--- config.mk ---
export PLATFORM = sky130hd
export DESIGN_NAME = isw_decode
export DESIGN_NICKNAME = d
export VERILOG_FILES = /design/src/isw_pkg.sv /design/src/isw_sync_if.sv /design/src/isw_sync.sv /design/src/isw_decode.sv
export VERILOG_INCLUDE_DIRS = /design/src
export SDC_FILE = /design/constraint.sdc
export NUM_CORES = 1
export LEC_CHECK = 0
export BUFFER_PORTS_ARGS = -buffer_cell sky130_fd_sc_hd__buf_2
export CORE_MARGIN = 10
export CORE_UTILIZATION = 51
export CTS_CLUSTER_DIAMETER = 120
export DETAILED_ROUTE_END_ITERATION = 7
export PLACE_DENSITY_LB_ADDON = 0.05
export SLEW_MARGIN = 20
export SYNTH_ARGS = -nofsm -noshare
export SYNTH_HDL_FRONTEND = slang
export SYNTH_SLANG_ARGS = --single-unit
--- constraint.sdc ---
create_clock -name ref_clk -period 1.97 [get_ports ref_clk]
set_clock_uncertainty 0.2 [all_clocks]
set_input_delay 0.0985 -clock ref_clk [delete_from_list [all_inputs] [get_ports ref_clk]]
set_output_delay 0.0985 -clock ref_clk [all_outputs]
set_load 0.005 [all_outputs]
--- src/isw_defs.svh ---
// Purpose: constants for the isa slave strobe and width decode block
// Assumes: 50 MHz ref_clk, bus strobes active low and asynchronous
// Notes: window base and decode settings are plain defaults
// Operation
// In 16-bit shared memory mode the wide memory ack is asserted for any address inside the 128 kbyte region holding the window.
// In I/O mode a 16-bit port access answered by the device asserts the wide I/O ack and drives all sixteen data lines; code drives them on reads only.
// Memory accesses use the full strobes in 16-bit mode and the low-meg strobes when the width strap is low.
// The host pulses the low-meg strobes only for accesses inside the lowest 1 Megabyte.
// Boot PROM accesses are qualified by the low-meg strobes.
// The host raises the byte-high enable whenever it expects the upper byte lane to carry data; code reads a low byte_high_en_n as upper-byte data.
// Port writes use the port write strobe and port reads the port read strobe, and the device answers each.
// Bus reset returns the device to its reset state while asserted.
// Wait-state correction in 16-bit I/O mode watches the full memory strobes.
// A high width strap selects 16-bit mode and a low one 8-bit mode, default low.
// The ready output inserts wait states into accesses not yet complete.
// The open-collector wide acks are driven low only while asserted and released otherwise.
`ifndef ISW_DEFS_SVH
`define ISW_DEFS_SVH
`define ISW_REGION_SHIFT   17
`define ISW_REGION_W       7
`define ISW_MEM_BASE_RST   7'h06
`define ISW_PROM_BASE_RST  20'hC8000
`define ISW_PROM_SIZE_SH   14
`define ISW_IO_BASE_RST    10'h300
`define ISW_IO_SIZE_SH     5
`define ISW_WAIT_NS        200
`define ISW_CLK_NS         20
`define ISW_WAIT_CYC       ((`ISW_WAIT_NS + `ISW_CLK_NS - 1) / `ISW_CLK_NS)
`define ISW_CNT_W          4
`endif

--- src/isw_pkg.sv ---
// Purpose: shared types for the strobe and width decode block
// Assumes: nothing beyond the defs header
// Notes: types only
package isw_pkg;
  typedef enum logic [1:0] {
    ISW_IDLE = 2'b00,
    ISW_WAIT = 2'b01,
    ISW_DONE = 2'b10
  } isw_state_e;
  typedef logic [3:0] isw_cnt_t;
endpackage

--- src/isw_sync_if.sv ---
// Purpose: carries synchronised bus strobes between sync and decode logic
// Assumes: single clock domain
// Notes: all strobes active low
interface isw_sync_if;
  logic mem_rd_n;
  logic mem_wr_n;
  logic low_rd_n;
  logic low_wr_n;
  logic port_rd_n;
  logic port_wr_n;
  logic wide_strap;
  modport src (output mem_rd_n, mem_wr_n, low_rd_n, low_wr_n,
               output port_rd_n, port_wr_n, wide_strap);
  modport dst (input mem_rd_n, mem_wr_n, low_rd_n, low_wr_n,
               input port_rd_n, port_wr_n, wide_strap);
endinterface

--- src/isw_sync.sv ---
// Purpose: two-stage synchroniser for the asynchronous bus strobes
// Assumes: rst synchronous active high
// Notes: first stage feeds only the second stage
module isw_sync (
  // clock and reset
  input  wire logic   ref_clk,
  input  wire logic   rst,
  // raw pins
  input  wire logic   mem_read_strobe_n,
  input  wire logic   mem_write_strobe_n,
  input  wire logic   lowmeg_read_strobe_n,
  input  wire logic   lowmeg_write_strobe_n,
  input  wire logic   port_read_strobe_n,
  input  wire logic   port_write_strobe_n,
  input  wire logic   bus_width_strap,
  // synchronised side
  isw_sync_if.src     so
);
  typedef struct packed {
    logic [6:0] s1;
    logic [6:0] s2;
  } isw_sync_s;
  isw_sync_s st;
  isw_sync_s next_st;
  always_comb begin
    next_st    = st;
    next_st.s1 = {mem_read_strobe_n, mem_write_strobe_n,
                  lowmeg_read_strobe_n, lowmeg_write_strobe_n,
                  port_read_strobe_n, port_write_strobe_n, bus_width_strap};
    next_st.s2 = st.s1;
  end
  // strobes idle high, strap idle low
  always_ff @(posedge ref_clk) begin
    if (rst) begin
      st <= {7'h7E, 7'h7E};
    end else begin
      st <= next_st;
    end
  end
  assign so.mem_rd_n   = st.s2[6];
  assign so.mem_wr_n   = st.s2[5];
  assign so.low_rd_n   = st.s2[4];
  assign so.low_wr_n   = st.s2[3];
  assign so.port_rd_n  = st.s2[2];
  assign so.port_wr_n  = st.s2[1];
  assign so.wide_strap = st.s2[0];
endmodule // isw_sync

--- src/isw_decode.sv ---
// Purpose: isa slave strobe selection, width decode and wide-cycle acks
// Assumes: address lines stable while strobes are low; host keeps R4
// Notes: acks are open collector, oe high means pin pulled low
`include "isw_defs.svh"
module isw_decode
  import isw_pkg::*;
(
  // clock and reset
  input  wire logic        ref_clk,
  input  wire logic        rst,
  // isa address and control
  input  wire logic [23:0] bus_addr,
  input  wire logic        byte_high_en_n,
  input  wire logic        mem_read_strobe_n,
  input  wire logic        mem_write_strobe_n,
  input  wire logic        lowmeg_read_strobe_n,
  input  wire logic        lowmeg_write_strobe_n,
  input  wire logic        port_read_strobe_n,
  input  wire logic        port_write_strobe_n,
  input  wire logic        bus_width_strap,
  // mode selection from configuration logic
  input  wire logic        shared_mem_mode,
  input  wire logic        access_done,
  // open-collector acks and ready
  output logic             wide_mem_cycle_ack_o,
  output logic             wide_mem_cycle_ack_oe,
  output logic             wide_io_cycle_ack_o,
  output logic             wide_io_cycle_ack_oe,
  output logic             wait_insert_ready_o,
  output logic             wait_insert_ready_oe,
  // qualified strobes to the core
  output logic             mem_rd_sel,
  output logic             mem_wr_sel,
  output logic             prom_rd_sel,
  output logic             port_rd_sel,
  output logic             port_wr_sel,
  output logic             drive_high_byte,
  output logic             drive_all_lanes,
  output logic             wide_mode
);
  isw_sync_if sy ();
  isw_sync u_sync (
    .ref_clk               (ref_clk),
    .rst                   (rst),
    .mem_read_strobe_n     (mem_read_strobe_n),
    .mem_write_strobe_n    (mem_write_strobe_n),
    .lowmeg_read_strobe_n  (lowmeg_read_strobe_n),
    .lowmeg_write_strobe_n (lowmeg_write_strobe_n),
    .port_read_strobe_n    (port_read_strobe_n),
    .port_write_strobe_n   (port_write_strobe_n),
    .bus_width_strap       (bus_width_strap),
    .so                    (sy)
  );

  typedef struct packed {
    logic        mem_ack;
    logic        io_ack;
    logic        rdy_hold;
    logic        mem_rd;
    logic        mem_wr;
    logic        prom_rd;
    logic        port_rd;
    logic        port_wr;
    logic        hi_byte;
    logic        all_lanes;
    logic        wide;
    isw_state_e  state;
    isw_cnt_t    cnt;
    // pin stages sit beside the strobe stages so all arrive together
    logic [23:0] addr_s1;
    logic [23:0] addr_s2;
    logic        bhe_s1;
    logic        bhe_s2;
    logic        ctl_s1;
    logic        ctl_s2;
  } isw_dec_s;

  isw_dec_s st;
  isw_dec_s next_st;

  // second pin stage, named for the decode below
  logic [23:0] addr_s2;
  logic        bhe_s2;
  logic        mem_ctl_s2;
  logic        done_d;

  assign addr_s2    = st.addr_s2;
  assign bhe_s2     = st.bhe_s2;
  assign mem_ctl_s2 = st.ctl_s2;
  // core handshake already runs on ref_clk, so it skips the flops
  assign done_d     = access_done;

  logic in_region;
  logic in_prom;
  logic in_ports;
  logic mem_rd_q;
  logic mem_wr_q;
  logic low_rd_q;
  logic low_wr_q;
  logic any_access;
  logic wide_io_req;
  logic port_access;
  logic prom_access;
  logic region_access;
  logic wait_expired;
  logic io_fix_release;

  always_comb begin
    in_region = addr_s2[23:`ISW_REGION_SHIFT] == `ISW_MEM_BASE_RST;
    in_prom   = addr_s2[19:`ISW_PROM_SIZE_SH] ==
                `ISW_PROM_BASE_RST >> `ISW_PROM_SIZE_SH;
    in_ports  = addr_s2[9:`ISW_IO_SIZE_SH] ==
                `ISW_IO_BASE_RST >> `ISW_IO_SIZE_SH;
    mem_rd_q  = !sy.mem_rd_n;
    mem_wr_q  = !sy.mem_wr_n;
    low_rd_q  = !sy.low_rd_n;
    low_wr_q  = !sy.low_wr_n;
    port_access   = in_ports && (!sy.port_rd_n || !sy.port_wr_n);
    prom_access   = in_prom && low_rd_q;
    region_access = in_region &&
                    (mem_rd_q || mem_wr_q || low_rd_q || low_wr_q);
    any_access    = port_access || prom_access || region_access;
    wide_io_req   = sy.wide_strap && !bhe_s2 && port_access;
    // the hold gives up after a fixed count even if the core stalls
    wait_expired  = st.cnt == isw_cnt_t'(`ISW_WAIT_CYC);
    // in 16-bit port mode a memory strobe means the host has moved on,
    // so ready must not stay low
    io_fix_release = sy.wide_strap && !mem_ctl_s2 &&
                     (mem_rd_q || mem_wr_q);
  end

  always_comb begin
    next_st           = st;
    next_st.addr_s1   = bus_addr;
    next_st.addr_s2   = st.addr_s1;
    next_st.bhe_s1    = byte_high_en_n;
    next_st.bhe_s2    = st.bhe_s1;
    next_st.ctl_s1    = shared_mem_mode;
    next_st.ctl_s2    = st.ctl_s1;
    next_st.wide      = sy.wide_strap;
    next_st.mem_ack   = mem_ctl_s2 && sy.wide_strap && in_region;
    next_st.io_ack    = !mem_ctl_s2 && wide_io_req;
    next_st.all_lanes = !mem_ctl_s2 && wide_io_req && !sy.port_rd_n;
    next_st.hi_byte   = sy.wide_strap && !bhe_s2;
    if (sy.wide_strap) begin
      next_st.mem_rd = mem_ctl_s2 && in_region && mem_rd_q;
      next_st.mem_wr = mem_ctl_s2 && in_region && mem_wr_q;
    end else begin
      next_st.mem_rd = mem_ctl_s2 && in_region && low_rd_q;
      next_st.mem_wr = mem_ctl_s2 && in_region && low_wr_q;
    end
    next_st.prom_rd = in_prom && low_rd_q;
    next_st.port_rd = in_ports && !sy.port_rd_n;
    next_st.port_wr = in_ports && !sy.port_wr_n;
    case (st.state)
      ISW_IDLE: begin
        next_st.cnt = '0;
        if (any_access && !done_d) begin
          next_st.state    = ISW_WAIT;
          next_st.rdy_hold = 1'b1;
        end
      end
      ISW_WAIT: begin
        next_st.cnt = st.cnt + 4'h1;
        if (done_d || wait_expired || io_fix_release) begin
          next_st.state    = ISW_DONE;
          next_st.rdy_hold = 1'b0;
        end
      end
      ISW_DONE: begin
        // wait for the strobes to rise so one access holds only once
        if (!any_access) begin
          next_st.state = ISW_IDLE;
        end
      end
      default: begin
        next_st.state    = ISW_IDLE;
        next_st.rdy_hold = 1'b0;
      end
    endcase
  end

  always_ff @(posedge ref_clk) begin
    if (rst) begin
      // byte-high stages idle high like the strobes, all else low
      st <= '{mem_ack:   1'b0,
              io_ack:    1'b0,
              rdy_hold:  1'b0,
              mem_rd:    1'b0,
              mem_wr:    1'b0,
              prom_rd:   1'b0,
              port_rd:   1'b0,
              port_wr:   1'b0,
              hi_byte:   1'b0,
              all_lanes: 1'b0,
              wide:      1'b0,
              state:     ISW_IDLE,
              cnt:       4'h0,
              addr_s1:   24'h000000,
              addr_s2:   24'h000000,
              bhe_s1:    1'b1,
              bhe_s2:    1'b1,
              ctl_s1:    1'b0,
              ctl_s2:    1'b0};
    end else begin
      st <= next_st;
    end
  end

  // open collector: output level is always low, oe pulls the line
  assign wide_mem_cycle_ack_o  = 1'b0;
  assign wide_mem_cycle_ack_oe = st.mem_ack;
  assign wide_io_cycle_ack_o   = 1'b0;
  assign wide_io_cycle_ack_oe  = st.io_ack;
  assign wait_insert_ready_o   = 1'b0;
  assign wait_insert_ready_oe  = st.rdy_hold;
  assign mem_rd_sel            = st.mem_rd;
  assign mem_wr_sel            = st.mem_wr;
  assign prom_rd_sel           = st.prom_rd;
  assign port_rd_sel           = st.port_rd;
  assign port_wr_sel           = st.port_wr;
  assign drive_high_byte       = st.hi_byte;
  assign drive_all_lanes       = st.all_lanes;
  assign wide_mode             = st.wide;
endmodule // isw_decode

== After elaboration in Yosys (flattened, before gate mapping) ==
Cells that the tools add are included.

* Flip-flop bits (word level): 83
* Word-level logic and storage cells: 81

* $add $sub $neg: 1
* Equal/unequal tests: 9
* Mux-type cells: 9
* Bitwise gates (word level): 1
* Reductions and logical operators: 40

{| class="wikitable"
|+ Operator list
! operator !! count
|-
| logical AND 1 bit || 19
|-
| zero test 1 bit || 9
|-
| logical OR 1 bit || 8
|-
| 2-to-1 mux 2 bit || 4
|-
| one-hot mux 4 bit (2 select lines) || 1
|-
| == test 7 x 3 -> 1 bit, second input constant || 1
|-
| == test 6 bit, second input constant || 1
|-
| inequality test 2 bit, second input constant || 3
|-
| one-hot mux 2 bit (3 select lines) || 1
|-
| AND reduction 3 bit || 2
|-
| == test 5 bit, second input constant || 1
|-
| adder 4 x 1 -> 4 bit, second input constant || 1
|-
| == test 4 bit, second input constant || 1
|-
| one-hot mux 1 bit (3 select lines) || 1
|-
| == test 2 x 1 -> 1 bit, second input constant || 1
|-
| == test 2 bit, second input constant || 1
|-
| zero test 2 bit || 1
|-
| 2-to-1 mux 1 bit || 2
|-
| nonzero test 2 bit || 1
|-
| NOT 1 bit || 1
|}

== Logic depth before layout (Yosys ltp) ==
* Depth in word-level cells: 9
* Mapped depth: 6

== By module ==
From an unflattened synthesis, not the netlist that was laid out.

* Cell total of the unflattened synthesis: 184
* Area total of the unflattened synthesis: 2072.0 µm²

{| class="wikitable"
|+ By module, submodules not included
! module !! instances !! cells an instance !! area each (µm²)
|-
| isw_decode || 1 || 155 || 1687.9
|-
| isw_sync || 1 || 29 || 384.1
|}

== Worst setup path before layout ==
No wires, ideal clock.

* Kind: register to register
* Start point: reg st (netlist bit addr_s2[20])
* End point: reg st (netlist bit mem_rd_sel)
* Data arrival time: 1.490 ns
* Data required time: 1.684 ns
* Path slack: 0.195 ns
* Cell stages (with the launch flop): 4
* Clock period less this slack: 1.775 ns
* Cell sequence: dfxtp_1 > or4_4 > or4b_4 > a211oi_1

* Cells in the longest elaborated chain, start to end: 4
* Elaborated cells between the ends (all ways): 5
* Classes of those cells: 1 x eq/ne; 1 x mux; 3 x reduce/logical

{| class="wikitable"
|+ Ends and longest elaborated chain
! element !! line !! text
|-
| start, declared || isw_decode.sv:78 || <nowiki>isw_dec_s st;</nowiki>
|-
| start signal, assigned || isw_decode.sv:186 || <nowiki>st <= '{mem_ack: 1'b0,</nowiki>
|-
| start signal, assigned || isw_decode.sv:206 || <nowiki>st <= next_st;</nowiki>
|-
| == test 7 x 3 -> 1 bit (no source line) (*) || - ||
|-
| logical AND 1 bit (*) || isw_decode.sv:146, isw_decode.sv:149 ||
|-
| logical AND 1 bit, on equally long branches || isw_decode.sv:149, isw_decode.sv:146 ||
|-
| 2-to-1 mux 2 bit (*) || isw_decode.sv:145 || <nowiki>if (sy.wide_strap) begin</nowiki>
|}

Mark *: on every way between the ends. The rest lies on a longest branch, timed or not.
A chain may end at the register's enable or synchronous reset.

== Worst setup path after layout ==
Ends and elaborated chain as after synthesis.

==> impl_metrics.yaml <==
status:
  run_status: "completed"
die:
  fp.coreArea_mm2: 0.003771
  floorplan.rows: 22
  dieWidth_um: 83.30
  initial_standard_cell_utilization_of_the_core: 0.5418
  fp.dieH_um: 83.30
  num_io_pins: 50
  fp.dieArea_mm2: 0.006938
flow_run:
  drv_cap: 0
logic_synthesis:
  post_synth.cell_area_avg_um2: 10.99
  yosys_register_bits: 65
  yosysUniqueCellTypes: 31
  syn_inst: 186
  synth_sequential_area_ratio: 0.6369
  syn_area_mm2: 0.002043
  ys_warns: 0
timing:
  slew_violations: 0
  final_critical_path_time_including_i_o_delays_and_setup_ps: 1861
  final.setup.tns_ps: 0
  finalHoldViolations: 0
  postLayoutSetupSlackWorst_ps: 108.5
  grt_setup_unrepaired: "false"
  finalSetupViolations: 0
  achievable-frequency_mhz: 537.2
  fin_crit_sh: 0.9449
cells_and_area:
  layout-area-overhead-vs-synth_pct: 36.86
  total_inserted_antenna_cells: 0
  design.final.nets: 295
  drive_gt1_frac: 0.2710
  fin_area_mm2: 0.002796
  finalCoreUtilization: 0.7415
worst_setup_path:
  cp_data_arrival_time_ps: 1910
  worstSetupEndpointType: "flip-flop"
  crit_path_max_incr_delay_ps: 540
  path_cells: "or4_4, or4b_4, a211oi_1"
  worstPathMaxFanout: 3
  reg2reg_setup_slack_ps: 110
  cp.required_ps: 2020
  critical-path-slowest-cell: "or4_4"
  startpoint_type_of_the_worst_setup_path: "flip-flop"
  criticalPathCategory: "flip-flop to flip-flop"
power_and_ir_drop:
  max-vdd-ir-drop_uv: 669.3
  p_per_area_mw_per_mm2: 1024
  leakage_nw: 1.180
detailed_routing:
  drcViolationCount: 0
  drt_first_iter_violations: 66
  avgRoutedWirePerCell_um: 12.24
  totalWireLength_um: 3794
  final_antenna_net_count: 0
  dr.pass1.iters: 4
  routed-via-count: 1431
  drt-vias-per-instance: 4.616
global_routing:
  grt_first_pass_wirelength_um: 6306
  global_route.overflow_total: 0
  grt.total_usage: 0.1127
  grt_pass1_vias: 1472
  maximum_number_of_pins_on_one_net_before_global_route_repair: 45
  antenna_found_initial: 0
clocking:
  insertion_delay_ps: 330
  clock-sinks: 65
  clk_path_buf_depth: 2
  tritoncts: "yes"
  clock_tree.root_cell: "clkbuf_8"
  h-tree-depth: 3
  ctsResizeCount: 0
  post_cts_buffers: 0
  clk_transition_reported_paths_ps: 70
  number_of_cts_inserted_buffers: 9
  hold_buf_cts: 29
placement:
  detailedPlacementHpwl_um: 2378
  numPortBuffers: 37
  preCtsSetupSlack_ps: 103.2
  placer_congestion_estimate: 0.7734
  dpl-instance-area_mm2: 0.002262
min_path:
  hold_class: "flip-flop to flip-flop"
[kinds of logic after synthesis]
group	count (synthesis)	share of synthesized area
AOI/OAI and AO/OA	20	0.06858
adders and majority gates	2	0.01225
buffers and inverters	15	0.03307
DFF	65	0.6369
other	1	0.001835
and+or+nand+nor	83	0.2474
[placed cells by master, fill, tap and decap left out]
cell	n
a211oi_1	2
a21boi_0	1
a21o_1	1
a21oi_1	6
a221oi_1	1
a311oi_2	1
and2_1	1
and2b_1	2
buf_2	37
buf_4	2
bufinv_16	3
clkbuf_1	1
clkbuf_8	10
clkinv_2	1
clkinvlp_4	1
conb_1	3
dfxtp_1	65
dlygate4sd3_1	29
ha_1	2
inv_1	5
nand2_1	3
nand2b_1	3
nand3_1	1
nand3b_1	3
nor2_1	9
nor2b_1	35
nor3_1	6
nor4b_1	1
o211ai_1	3
o21ai_0	3
o2bb2ai_1	1
o311a_1	1
or2_2	14
or3_1	2
or4_4	1
or4b_1	1
or4b_4	1
[state kept, by name (all words and copies together) (netlist names), 6 cells and up]
| register | count |
|---|---|
| addr_s2 | 15 |
| u_sync.next_st | 7 |
| next_st | 17 |
| st | 6 |
[synthesized netlist by cell type]
cell,instances,area share
a311oi_2,1,0.0073
nor3_1,6,0.015
nand3_1,1,0.0024
a21o_1,1,0.0037
or2_2,14,0.043
a21boi_0,1,0.0037
conb_1,1,0.0018
nand3b_1,3,0.011
o211ai_1,3,0.011
ha_1,2,0.012
or4b_4,1,0.0067
clkbuf_1,7,0.013
and2_1,1,0.0031
inv_1,5,0.0092
and2b_1,2,0.0073
nor2b_1,35,0.11
o21ai_0,3,0.0073
nor2_1,9,0.017
or3_1,2,0.0061
nand2_1,3,0.0055
dfxtp_1,65,0.64
a21oi_1,6,0.015
nand2b_1,3,0.0092
or4_4,1,0.0055
o311a_1,1,0.0049
o2bb2ai_1,1,0.0043
buf_4,3,0.011
a221oi_1,1,0.0043
nor4b_1,1,0.0043
a211oi_1,2,0.0073
or4b_1,1,0.0049
[critical path, delay by kind of cell, from the launching register on]
kind            cells  cell delay (ps)
compound gates      1              230
flops               1              300
simple gates        2             1050
[cell type report]
type | instances | area, µm²
Clock buffer | 11 | 141.4
Clock inverter | 5 | 102.6
Fill cell | 264 | 974.7
Inverter | 5 | 18.77
Multi-Input combinational cell | 108 | 681.9
Sequential cell | 65 | 1301
Tap cell | 48 | 60.06
Timing Repair Buffer | 68 | 490.5
[power by group]
group	switching [mW]	internal, mW	total [mW]	leakage, nW
sequential	0.0133	1.36	1.37	0.535
clock	0.476	0.873	1.35	0.120
combinational	0.0496	0.0917	0.141	0.526
total	0.538	2.33	2.86	1.18
[per-stage QoR]
| step | hold slack [ps] | cells | power [mW] |
|---|---|---|---|
| global route | 220.8 | 310 | 2.968 |
| finish | 204.4 | 310 | 2.864 |
| detailed placement | 85.19 | 265 | 1.498 |
| CTS | 208.1 | 310 | 2.890 |
| global placement | 82.21 | 265 | 1.494 |
| floorplan | 2.311 | 188 | 1.464 |
[worst paths after layout]
path | start | endpoint | depth (start not counted)
max | addr_s2[20] | mem_rd_sel | 3
min | u_sync.next_st[6] | u_sync.so.mem_rd_n | 1
max reg2reg | addr_s2[20] | mem_rd_sel | 3
min reg2reg | u_sync.next_st[6] | u_sync.so.mem_rd_n | 1
[per-layer routing]
layer	routed length (µm)	vias to the layer above	part of all wire	track usage
met5	0	-	0	0
met4	72	0	0.019	0.08769
met3	309	7	0.081	0.05273
met2	1852	42	0.49	0.1823
met1	1560	639	0.41	0.1086
li1	-	743	-	-
No activity file was read; power rests on OpenSTA's default activity.
